**src/adc_regs_pkg.sv**
```systemverilog
package adc_regs_pkg;

  // Bus and register geometry
  localparam int unsigned ADDR_W    = 32;
  localparam int unsigned DATA_W    = 32;
  localparam int unsigned REG_W     = 8;

  // Byte addresses of the two registers
  localparam logic [31:0] IRQ_EN_ADDR  = 32'hffff0504;
  localparam logic [31:0] OP_CFG_ADDR  = 32'hffff0508;

  // Reset values
  localparam logic [7:0]  IRQ_EN_RESET = 8'h00;
  localparam logic [7:0]  OP_CFG_RESET = 8'h03;

  // Writable bits of the enable register (7, 5 and 2 reserved)
  localparam logic [7:0]  IRQ_EN_MASK  = 8'h5b;

  // Enable and flag positions
  localparam int unsigned BIT_PRIMARY_RDY = 0;
  localparam int unsigned BIT_AUX_RDY     = 1;
  localparam int unsigned BIT_PRIMARY_OVR = 3;
  localparam int unsigned BIT_PRIMARY_THR = 4;
  localparam int unsigned BIT_ACCUM_THR   = 6;

  // Operating config field positions
  localparam int unsigned BIT_CLK_SEL     = 7;
  localparam int unsigned BIT_LP_EN       = 5;
  localparam int unsigned PM_HI           = 4;
  localparam int unsigned PM_LO           = 3;
  localparam logic [1:0]  PM_LOW_POWER    = 2'b01;

  // Reserved config bit reads as zero
  localparam logic [7:0]  OP_CFG_MASK     = 8'hbf;

  // Conversion clock rates
  localparam int unsigned CLK_SYS_HZ      = 100_000_000;
  localparam int unsigned CONV_FAST_HZ    = 512_000;
  localparam int unsigned CONV_SLOW_HZ    = 131_000;
  // Half-period counts, rounded down so the rate is never below the target
  localparam int unsigned FAST_HALF_CYC   = CLK_SYS_HZ / (2 * CONV_FAST_HZ);
  localparam int unsigned SLOW_HALF_CYC   = CLK_SYS_HZ / (2 * CONV_SLOW_HZ);
  localparam int unsigned DIV_W           = 10;

  // AXI responses
  localparam logic [1:0]  RESP_OKAY       = 2'b00;
  localparam logic [1:0]  RESP_SLVERR     = 2'b10;

  // Decoded power controls handed to the analog side
  typedef struct packed {
    logic low_power_mode;
    logic low_power_bias;
  } power_ctrl_t;

endpackage
```
**src/adc_conv_clk_gen.sv**
```systemverilog
`timescale 1ns/1ps
module adc_conv_clk_gen
  import adc_regs_pkg::*;
#(
  parameter int unsigned FAST_HALF = FAST_HALF_CYC,
  parameter int unsigned SLOW_HALF = SLOW_HALF_CYC
) (
  input  wire logic i_clk_sys,
  input  wire logic i_nrst,
  input  wire logic i_en,
  input  wire logic i_fast,
  output logic      o_conv_clk
);
  import adc_regs_pkg::*;

  localparam logic [DIV_W-1:0] FAST_LAST = DIV_W'(FAST_HALF - 1);
  localparam logic [DIV_W-1:0] SLOW_LAST = DIV_W'(SLOW_HALF - 1);

  logic [DIV_W-1:0] cnt_q;
  logic [DIV_W-1:0] last;

  assign last = i_fast ? FAST_LAST : SLOW_LAST;

  // Divider; a rate switch may cut the running half period short
  always_ff @(posedge i_clk_sys or negedge i_nrst) begin
    if (!i_nrst) begin
      cnt_q      <= '0;
      o_conv_clk <= 1'b0;
    end else if (i_en) begin
      if (cnt_q >= last) begin
        cnt_q      <= '0;
        o_conv_clk <= ~o_conv_clk;
      end else begin
        cnt_q <= cnt_q + 1'b1;
      end
    end
  end

endmodule

```
**src/adc_flag_sync.sv**
```systemverilog
`timescale 1ns/1ps
module adc_flag_sync #(
  parameter int unsigned W = 8
) (
  input  wire logic         i_clk_sys,
  input  wire logic         i_nrst,
  input  wire logic         i_en,
  input  wire logic [W-1:0] i_async,
  output logic      [W-1:0] o_sync
);

  logic [W-1:0] s1_q;
  logic [W-1:0] s2_q;
  logic [W-1:0] s3_q;

  // Three stages; level accepted once stages two and three agree
  always_ff @(posedge i_clk_sys or negedge i_nrst) begin
    if (!i_nrst) begin
      s1_q   <= '0;
      s2_q   <= '0;
      s3_q   <= '0;
      o_sync <= '0;
    end else if (i_en) begin
      s1_q <= i_async;
      s2_q <= s1_q;
      s3_q <= s2_q;
      for (int i = 0; i < W; i++) begin
        if (s2_q[i] == s3_q[i]) begin
          o_sync[i] <= s3_q[i];
        end
      end
    end
  end

endmodule

```
**src/adc_irq_mask_and_mode_regs.sv**
```systemverilog
`timescale 1ns/1ps
// Function
// - enable register resets to zero
// - enable bits mirror low status flags
// - bit 6 gates accumulator threshold
// - bit 4 gates primary threshold
// - bit 3 gates primary overrange
// - bit 1 gates auxiliary result ready
// - bit 0 gates primary result ready
// - config register 8 bits, resets 0x03
// - bit 7 picks 512 or 131 kHz
// - low power enable ignored unless mode 01
// - mode 01 low power, else normal
module adc_irq_mask_and_mode_regs
  import adc_regs_pkg::*;
(
  input  wire logic                          i_clk_sys,
  input  wire logic                          i_nrst,
  input  wire logic                          i_ce,
  // AXI4-Lite slave
  input  wire logic [adc_regs_pkg::ADDR_W-1:0] s_axi_awaddr,
  input  wire logic                          s_axi_awvalid,
  output logic                               s_axi_awready,
  input  wire logic [adc_regs_pkg::DATA_W-1:0] s_axi_wdata,
  input  wire logic [3:0]                    s_axi_wstrb,
  input  wire logic                          s_axi_wvalid,
  output logic                               s_axi_wready,
  output logic [1:0]                         s_axi_bresp,
  output logic                               s_axi_bvalid,
  input  wire logic                          s_axi_bready,
  input  wire logic [adc_regs_pkg::ADDR_W-1:0] s_axi_araddr,
  input  wire logic                          s_axi_arvalid,
  output logic                               s_axi_arready,
  output logic [adc_regs_pkg::DATA_W-1:0]    s_axi_rdata,
  output logic [1:0]                         s_axi_rresp,
  output logic                               s_axi_rvalid,
  input  wire logic                          s_axi_rready,
  // ADC side
  input  wire logic [adc_regs_pkg::REG_W-1:0] i_adc_status_flags,
  output logic                               o_adc_irq,
  output logic                               o_conversion_clock,
  output logic                               o_conv_clock_select,
  output adc_regs_pkg::power_ctrl_t          o_power_ctrl
);
  import adc_regs_pkg::*;

  logic [REG_W-1:0] irq_en_q;
  logic [REG_W-1:0] op_cfg_q;
  logic [REG_W-1:0] flags_s;
  logic [ADDR_W-1:0] awaddr_q;
  logic [DATA_W-1:0] wdata_q;
  logic [3:0]        wstrb_q;
  logic              aw_have_q;
  logic              w_have_q;
  logic              do_write;
  logic              conv_clk;
  power_ctrl_t       pwr_d;
  logic              irq_d;

  //////////////////////////////////////////////////////////////////////////////
  // Flags come from the converter logic, possibly another clock

  adc_flag_sync #(
    .W (REG_W)
  ) u_flag_sync (
    .i_clk_sys (i_clk_sys),
    .i_nrst    (i_nrst),
    .i_en      (i_ce),
    .i_async   (i_adc_status_flags),
    .o_sync    (flags_s)
  );

  //////////////////////////////////////////////////////////////////////////////
  // Write channel: address and data taken in either order

  assign do_write = aw_have_q && w_have_q && !s_axi_bvalid;

  // Address capture; awready drops once held
  always_ff @(posedge i_clk_sys or negedge i_nrst) begin
    if (!i_nrst) begin
      aw_have_q     <= 1'b0;
      awaddr_q      <= '0;
      s_axi_awready <= 1'b1;
    end else if (i_ce) begin
      if (s_axi_awvalid && s_axi_awready) begin
        aw_have_q     <= 1'b1;
        awaddr_q      <= s_axi_awaddr;
        s_axi_awready <= 1'b0;
      end else if (do_write) begin
        aw_have_q     <= 1'b0;
      end
      if (s_axi_bvalid && s_axi_bready) begin
        s_axi_awready <= 1'b1;
      end
    end
  end

  // Data capture, same scheme
  always_ff @(posedge i_clk_sys or negedge i_nrst) begin
    if (!i_nrst) begin
      w_have_q     <= 1'b0;
      wdata_q      <= '0;
      wstrb_q      <= '0;
      s_axi_wready <= 1'b1;
    end else if (i_ce) begin
      if (s_axi_wvalid && s_axi_wready) begin
        w_have_q     <= 1'b1;
        wdata_q      <= s_axi_wdata;
        wstrb_q      <= s_axi_wstrb;
        s_axi_wready <= 1'b0;
      end else if (do_write) begin
        w_have_q     <= 1'b0;
      end
      if (s_axi_bvalid && s_axi_bready) begin
        s_axi_wready <= 1'b1;
      end
    end
  end

  // Write response; unmapped addresses get SLVERR
  always_ff @(posedge i_clk_sys or negedge i_nrst) begin
    if (!i_nrst) begin
      s_axi_bvalid <= 1'b0;
      s_axi_bresp  <= RESP_OKAY;
    end else if (i_ce) begin
      if (do_write) begin
        s_axi_bvalid <= 1'b1;
        s_axi_bresp  <= (awaddr_q == IRQ_EN_ADDR || awaddr_q == OP_CFG_ADDR)
                        ? RESP_OKAY : RESP_SLVERR;
      end else if (s_axi_bready) begin
        s_axi_bvalid <= 1'b0;
      end
    end
  end

  //////////////////////////////////////////////////////////////////////////////
  // Registers; only byte lane 0 carries data

  // Interrupt enable, reserved bits held at zero
  always_ff @(posedge i_clk_sys or negedge i_nrst) begin
    if (!i_nrst) begin
      irq_en_q <= IRQ_EN_RESET;
    end else if (i_ce && do_write && awaddr_q == IRQ_EN_ADDR && wstrb_q[0]) begin
      irq_en_q <= wdata_q[REG_W-1:0] & IRQ_EN_MASK;
    end
  end

  // Operating config; reserved bit 6 kept zero
  always_ff @(posedge i_clk_sys or negedge i_nrst) begin
    if (!i_nrst) begin
      op_cfg_q <= OP_CFG_RESET;
    end else if (i_ce && do_write && awaddr_q == OP_CFG_ADDR && wstrb_q[0]) begin
      op_cfg_q <= wdata_q[REG_W-1:0] & OP_CFG_MASK;
    end
  end

  //////////////////////////////////////////////////////////////////////////////
  // Read channel, one read in flight

  always_ff @(posedge i_clk_sys or negedge i_nrst) begin
    if (!i_nrst) begin
      s_axi_arready <= 1'b1;
      s_axi_rvalid  <= 1'b0;
      s_axi_rdata   <= '0;
      s_axi_rresp   <= RESP_OKAY;
    end else if (i_ce) begin
      if (s_axi_arvalid && s_axi_arready) begin
        s_axi_arready <= 1'b0;
        s_axi_rvalid  <= 1'b1;
        s_axi_rresp   <= RESP_OKAY;
        unique case (s_axi_araddr)
          IRQ_EN_ADDR: s_axi_rdata <= {{(DATA_W-REG_W){1'b0}}, irq_en_q};
          OP_CFG_ADDR: s_axi_rdata <= {{(DATA_W-REG_W){1'b0}}, op_cfg_q};
          default: begin
            s_axi_rdata <= '0;
            s_axi_rresp <= RESP_SLVERR;
          end
        endcase
      end else if (s_axi_rvalid && s_axi_rready) begin
        s_axi_rvalid  <= 1'b0;
        s_axi_arready <= 1'b1;
      end
    end
  end

  //////////////////////////////////////////////////////////////////////////////
  // Interrupt and power decode

  // Level interrupt, no latching: follows flags and enables
  always_comb begin
    irq_d = |(flags_s & irq_en_q);
  end

  // Low power only for code 01; bias enable only counts there
  always_comb begin
    pwr_d.low_power_mode = (op_cfg_q[PM_HI:PM_LO] == PM_LOW_POWER);
    pwr_d.low_power_bias = pwr_d.low_power_mode & op_cfg_q[BIT_LP_EN];
  end

  // Registered outputs
  always_ff @(posedge i_clk_sys or negedge i_nrst) begin
    if (!i_nrst) begin
      o_adc_irq           <= 1'b0;
      o_power_ctrl        <= '0;
      o_conv_clock_select <= OP_CFG_RESET[BIT_CLK_SEL];
      o_conversion_clock  <= 1'b0;
    end else if (i_ce) begin
      o_adc_irq           <= irq_d;
      o_power_ctrl        <= pwr_d;
      o_conv_clock_select <= op_cfg_q[BIT_CLK_SEL];
      o_conversion_clock  <= conv_clk;
    end
  end

  //////////////////////////////////////////////////////////////////////////////
  // Conversion clock from the system clock

  adc_conv_clk_gen u_conv_clk (
    .i_clk_sys  (i_clk_sys),
    .i_nrst     (i_nrst),
    .i_en       (i_ce),
    .i_fast     (op_cfg_q[BIT_CLK_SEL]),
    .o_conv_clk (conv_clk)
  );

  //////////////////////////////////////////////////////////////////////////////
  // Checks

  property p_en_reset;
    @(posedge i_clk_sys) $rose(i_nrst) |-> irq_en_q == IRQ_EN_RESET && op_cfg_q == OP_CFG_RESET;
  endproperty
  a_en_reset: assert property (p_en_reset) else $error("bad reset value");

  property p_irq_accum;
    @(posedge i_clk_sys) disable iff (!i_nrst)
      i_ce && flags_s[BIT_ACCUM_THR] && irq_en_q[BIT_ACCUM_THR] |=> o_adc_irq;
  endproperty
  a_irq_accum: assert property (p_irq_accum) else $error("accum irq missing");

  property p_irq_pthr;
    @(posedge i_clk_sys) disable iff (!i_nrst)
      i_ce && flags_s[BIT_PRIMARY_THR] && irq_en_q[BIT_PRIMARY_THR] |=> o_adc_irq;
  endproperty
  a_irq_pthr: assert property (p_irq_pthr) else $error("threshold irq missing");

  property p_irq_ovr;
    @(posedge i_clk_sys) disable iff (!i_nrst)
      i_ce && flags_s[BIT_PRIMARY_OVR] && irq_en_q[BIT_PRIMARY_OVR] |=> o_adc_irq;
  endproperty
  a_irq_ovr: assert property (p_irq_ovr) else $error("overrange irq missing");

  property p_irq_aux;
    @(posedge i_clk_sys) disable iff (!i_nrst)
      i_ce && flags_s[BIT_AUX_RDY] && irq_en_q[BIT_AUX_RDY] |=> o_adc_irq;
  endproperty
  a_irq_aux: assert property (p_irq_aux) else $error("aux ready irq missing");

  property p_irq_prdy;
    @(posedge i_clk_sys) disable iff (!i_nrst)
      i_ce && flags_s[BIT_PRIMARY_RDY] && irq_en_q[BIT_PRIMARY_RDY] |=> o_adc_irq;
  endproperty
  a_irq_prdy: assert property (p_irq_prdy) else $error("primary rdy irq missing");

  property p_irq_quiet;
    @(posedge i_clk_sys) disable iff (!i_nrst)
      i_ce && ((flags_s & irq_en_q) == '0) |=> !o_adc_irq;
  endproperty
  a_irq_quiet: assert property (p_irq_quiet) else $error("spurious irq");

  property p_resv_zero;
    @(posedge i_clk_sys) disable iff (!i_nrst)
      (irq_en_q & ~IRQ_EN_MASK) == '0 && (op_cfg_q & ~OP_CFG_MASK) == '0;
  endproperty
  a_resv_zero: assert property (p_resv_zero) else $error("reserved bit set");

  property p_lp_ignored;
    @(posedge i_clk_sys) disable iff (!i_nrst)
      i_ce && op_cfg_q[PM_HI:PM_LO] != PM_LOW_POWER |=> o_power_ctrl == '0;
  endproperty
  a_lp_ignored: assert property (p_lp_ignored) else $error("lp in normal mode");

  property p_lp_mode;
    @(posedge i_clk_sys) disable iff (!i_nrst)
      i_ce && op_cfg_q[PM_HI:PM_LO] == PM_LOW_POWER |=> o_power_ctrl.low_power_mode;
  endproperty
  a_lp_mode: assert property (p_lp_mode) else $error("low power not decoded");

  property p_clk_sel;
    @(posedge i_clk_sys) disable iff (!i_nrst)
      i_ce |=> o_conv_clock_select == $past(op_cfg_q[BIT_CLK_SEL]);
  endproperty
  a_clk_sel: assert property (p_clk_sel) else $error("clock select mismatch");

  property p_write_cfg;
    @(posedge i_clk_sys) disable iff (!i_nrst)
      i_ce && do_write && awaddr_q == OP_CFG_ADDR && wstrb_q[0]
      |=> op_cfg_q == ($past(wdata_q[REG_W-1:0]) & OP_CFG_MASK);
  endproperty
  a_write_cfg: assert property (p_write_cfg) else $error("config write lost");

endmodule

```
**config.mk**
```make
export PLATFORM = sky130hd
export DESIGN_NAME = adc_irq_mask_and_mode_regs
export DESIGN_NICKNAME = d
export VERILOG_FILES = /design/src/adc_regs_pkg.sv /design/src/adc_conv_clk_gen.sv /design/src/adc_flag_sync.sv /design/src/adc_irq_mask_and_mode_regs.sv
export SDC_FILE = /design/constraint.sdc
export NUM_CORES = 1
export LEC_CHECK = 0
export ABC_AREA = 1
export ABC_CLOCK_PERIOD_IN_PS = 3800
export BUFFER_PORTS_ARGS = -buffer_cell sky130_fd_sc_hd__buf_4
export CAP_MARGIN = 20
export CORE_MARGIN = 4
export CORE_UTILIZATION = 45
export CTS_CLUSTER_DIAMETER = 120
export DETAILED_ROUTE_END_ITERATION = 10
export PLACE_DENSITY = 0.78
export SLEW_MARGIN = 20
export SYNTH_ARGS = -nofsm -noshare
export SYNTH_HDL_FRONTEND = slang
export SYNTH_SLANG_ARGS = --single-unit
export TNS_END_PERCENT = 30
```
**constraint.sdc**
```tcl
create_clock -name i_clk_sys -period 3.8 [get_ports i_clk_sys]
set_clock_uncertainty 0.05 [all_clocks]
set_input_delay 0.95 -clock i_clk_sys [delete_from_list [all_inputs] [get_ports i_clk_sys]]
set_output_delay 0.95 -clock i_clk_sys [all_outputs]
set_load 0.02 [all_outputs]
```
==> flow_summary.json <==
{
  "synth_mux_area_share_pct": 6.78,
  "synth-simple-area-share_pct": 21.4,
  "clkSinkCount": 106,
  "max-cap-violations": 0,
  "min_path_cells": 2,
  "drtIter0Drc": 182,
  "crit_path_end_kind": "flop",
  "yosys.area.top_type": "dfrtp_1",
  "gp_congestion": 0.782,
  "reg2reg_slack_ps": 1940,
  "min_path_type": "flop to flop",
  "vdd_ir_drop_max_mv": 0.302,
  "portBuffers": 105,
  "syn_area_sq_mm": 0.00498,
  "p_comb_share_pct": 25.5,
  "p_per_area_mw_per_mm2": 525,
  "final_util_pct": 55.2,
  "cp.depth": 8,
  "stdcell_count": 808,
  "viasPerCell": 4.74,
  "cp.buffers_inverters": 3,
  "tightestPinTransition_ps": 774,
  "cts_max_level": 3,
  "post_drt_wl_per_cell_um": 12.4,
  "cts_tree": "built",
  "ys_seq_area_share_pct": 53.4,
  "track_usage_pct": 16.1,
  "ctsResizeCount": 0,
  "setup_tns_ps": 0,
  "p_clk_share_pct": 21.7,
  "synthAdderAreaFrac_pct": 1.51,
  "cp_slowest_cell": "buf_4",
  "post_cts_buffers": 0,
  "switchingPower_mw": 0.979,
  "seqPwrFrac_pct": 52.8,
  "start_kind": "input pin",
  "min_period_ps": 2410,
  "final_nets": 786,
  "final_common_cell": "nand2_1",
  "reg2reg_to": "u_conv_clk.o_conv_clk",
  "overflow": 0,
  "fp.coreArea_sq_mm": 0.0108,
  "hold_buffers": 0,
  "syn2layout_area_growth_pct": 20.1,
  "grt_max_degree": 90,
  "grt_first_pass_wirelength_mm": 17.0,
  "critPathMaxStageDelay_ps": 340,
  "die_h_um": 113,
  "holdWs_ps": 428,
  "synth_top_area_share_pct": 50.7,
  "ios": 162,
  "clkLatencyLatePin_ps": 360,
  "diodes": 0,
  "outcome": "complete, no violations",
  "clk_pin_slew_ps": 100,
  "drt_first_pass_iters": 4,
  "wl_mm": 10.0,
  "dpl.cell_count": 793,
  "synth_cell_types": 31,
  "r2r_start": "op_cfg_q[7]",
  "die_area_sq_mm": 0.0128,
  "synth_edf_count": 0,
  "num-fill-cells": 994,
  "crit_chain": "buf_4, inv_2, nor2_2, inv_2, nor2_4, nand3_1, nand2_1, nand2_1",
  "detail-route-antenna-nets": 0,
  "syn_area_per_cell_sq_um": 8.88,
  "min_period_over_period_pct": 63.4,
  "crit_type": "input pin to flop",
  "layout-drive-gt1-share_pct": 23.4,
  "required_ps": 4000,
  "drc": 0,
  "cts_buffers": 9,
  "maxSlewViolCount": 0,
  "cp_max_fo": 41,
  "fin_area_sq_mm": 0.00598,
  "synth_top_family_by_area": "simple AND/OR/NAND/NOR gates",
  "swShare_pct": 31.1,
  "timing.final.ws_setup_ps": 1390,
  "grt_pass1_vias": 3845,
  "preCtsSetupSlack_ps": 996,
  "antenna_found_initial": 0,
  "reg2reg_depth": 11,
  "leakagePower_nw": 3.12,
  "synth_top_flop_cell": "dfrtp_1",
  "initial_core_util_pct": 45.9,
  "fmax_mhz": 415,
  "clock-root-buffer": "clkbuf_8",
  "yosysWarnings": 0,
  "hold_viol_final": 0,
  "post-dp-hpwl_mm": 7.56,
  "synth-seq-cells": 106,
  "critPathArrivalTime_ps": 2610,
  "synthTopCellsByArea": "dfrtp_1 51%, nand2_1 11%, inv_1 5.0%",
  "internal_power_mw": 2.17,
  "setup_viol": 0,
  "synth_compound_area_share_pct": 5.85,
  "rows": 38,
  "holdCritStartpoint": "op_cfg_q[0]",
  "vias": 3829,
  "clk_path_buf_depth": 2,
  "syn_inst": 561,
  "max_slew_margin_pct": 48.4,
  "die_w_um": 113,
  "rsz0062_at_grt": "no",
  "place_area_sq_mm": 0.00579,
  "layout_common_cells": "151 x nand2_1, 106 x buf_4, 101 x dfrtp_1",
  "ys_async_sr_fraction_pct": 100,
  "finalPower_mw": 3.14,
  "critical_path.top_delay_family": "simple AND/OR/NAND/NOR gates",
  "synth_xor_xnor_area_share_pct": 0.528,
  "min_to": "op_cfg_q[0]"
}
## registers in the layout, indices dropped and copies added (netlist names), 2 cells and up
register,flops
u_conv_clk.cnt_q,10
u_flag_sync.s1_q,5
wdata_q,8
awaddr_q,32
irq_en_q,5
s_axi_rdata,8
u_flag_sync.o_sync,5
u_flag_sync.s3_q,5
op_cfg_q,7
o_power_ctrl,2
u_flag_sync.s2_q,5
## worst register-to-register path, delay by kind of cell (launching register included)
| family | cells | cell delay, ps |
|---|---|---|
| adders and majority gates | 1 | 280 |
| and+or+nand+nor | 9 | 840 |
| DFF | 1 | 500 |
| buffers and inverters | 1 | 90 |
## power by group through the flow
stage               clock network (mW)  registers [mW]  logic (mW)
finish                           0.682            1.66       0.801
global route                     0.755            1.71       0.915
CTS                              0.709            1.66       0.815
detailed placement                   0            1.68       0.812
global placement                     0            1.66       0.770
floorplan                            0            1.69       0.528
## final cells by class
type	count	area [sq um]	area share [%]
Sequential cell	106	2660	44.4
Multi-Input combinational cell	372	1890	31.7
Timing Repair Buffer	107	807	13.5
Inverter	68	255	4.27
Tap cell	140	175	2.93
Clock buffer	11	141	2.36
Clock inverter	4	52.6	0.878
## cell families (layout without fill, tap and decap cells)
group                    count (synthesis)  after routing
AO/OA/AOI/OAI                           54             54
buffers and inverters                  108            190
adder cells (fa/ha/maj)                  6              6
XOR/XNOR                                 3              3
AND/OR/NAND/NOR                        253            253
other                                    1             26
flip-flops                             106            106
multiplexers                            30             30
## routing by layer
metal | vias to the layer above | GRT usage, % | wire length, um
met4 | 0 | 5.77 | 180
met1 | 1782 | 19.6 | 4110
li1 | 1920 | - | -
met2 | 111 | 27.7 | 5010
met3 | 16 | 3.90 | 715
met5 | - | 0 | 0
## worst max-delay path by stage
stage                   from           to  slack, ps
3_5_place_dp            i_ce  op_cfg_q[2]       1000
6_report                i_ce  op_cfg_q[2]       1390
5_1_grt                 i_ce  op_cfg_q[2]       1170
4_1_cts                 i_ce  op_cfg_q[2]       1390
3_3_place_gp            i_ce  op_cfg_q[3]       1050
2_1_floorplan  s_axi_awvalid  awaddr_q[0]       1860
## synth_stat cells, drive strengths merged (6+ instances only)
master  number
nand2      151
dfrtp      101
inv         68
nor2        59
buf         35
mux2        30
o21ai       24
nand3       22
a21oi       20
nand4       15
ha           6
No activity file was read; power rests on OpenSTA's default activity.
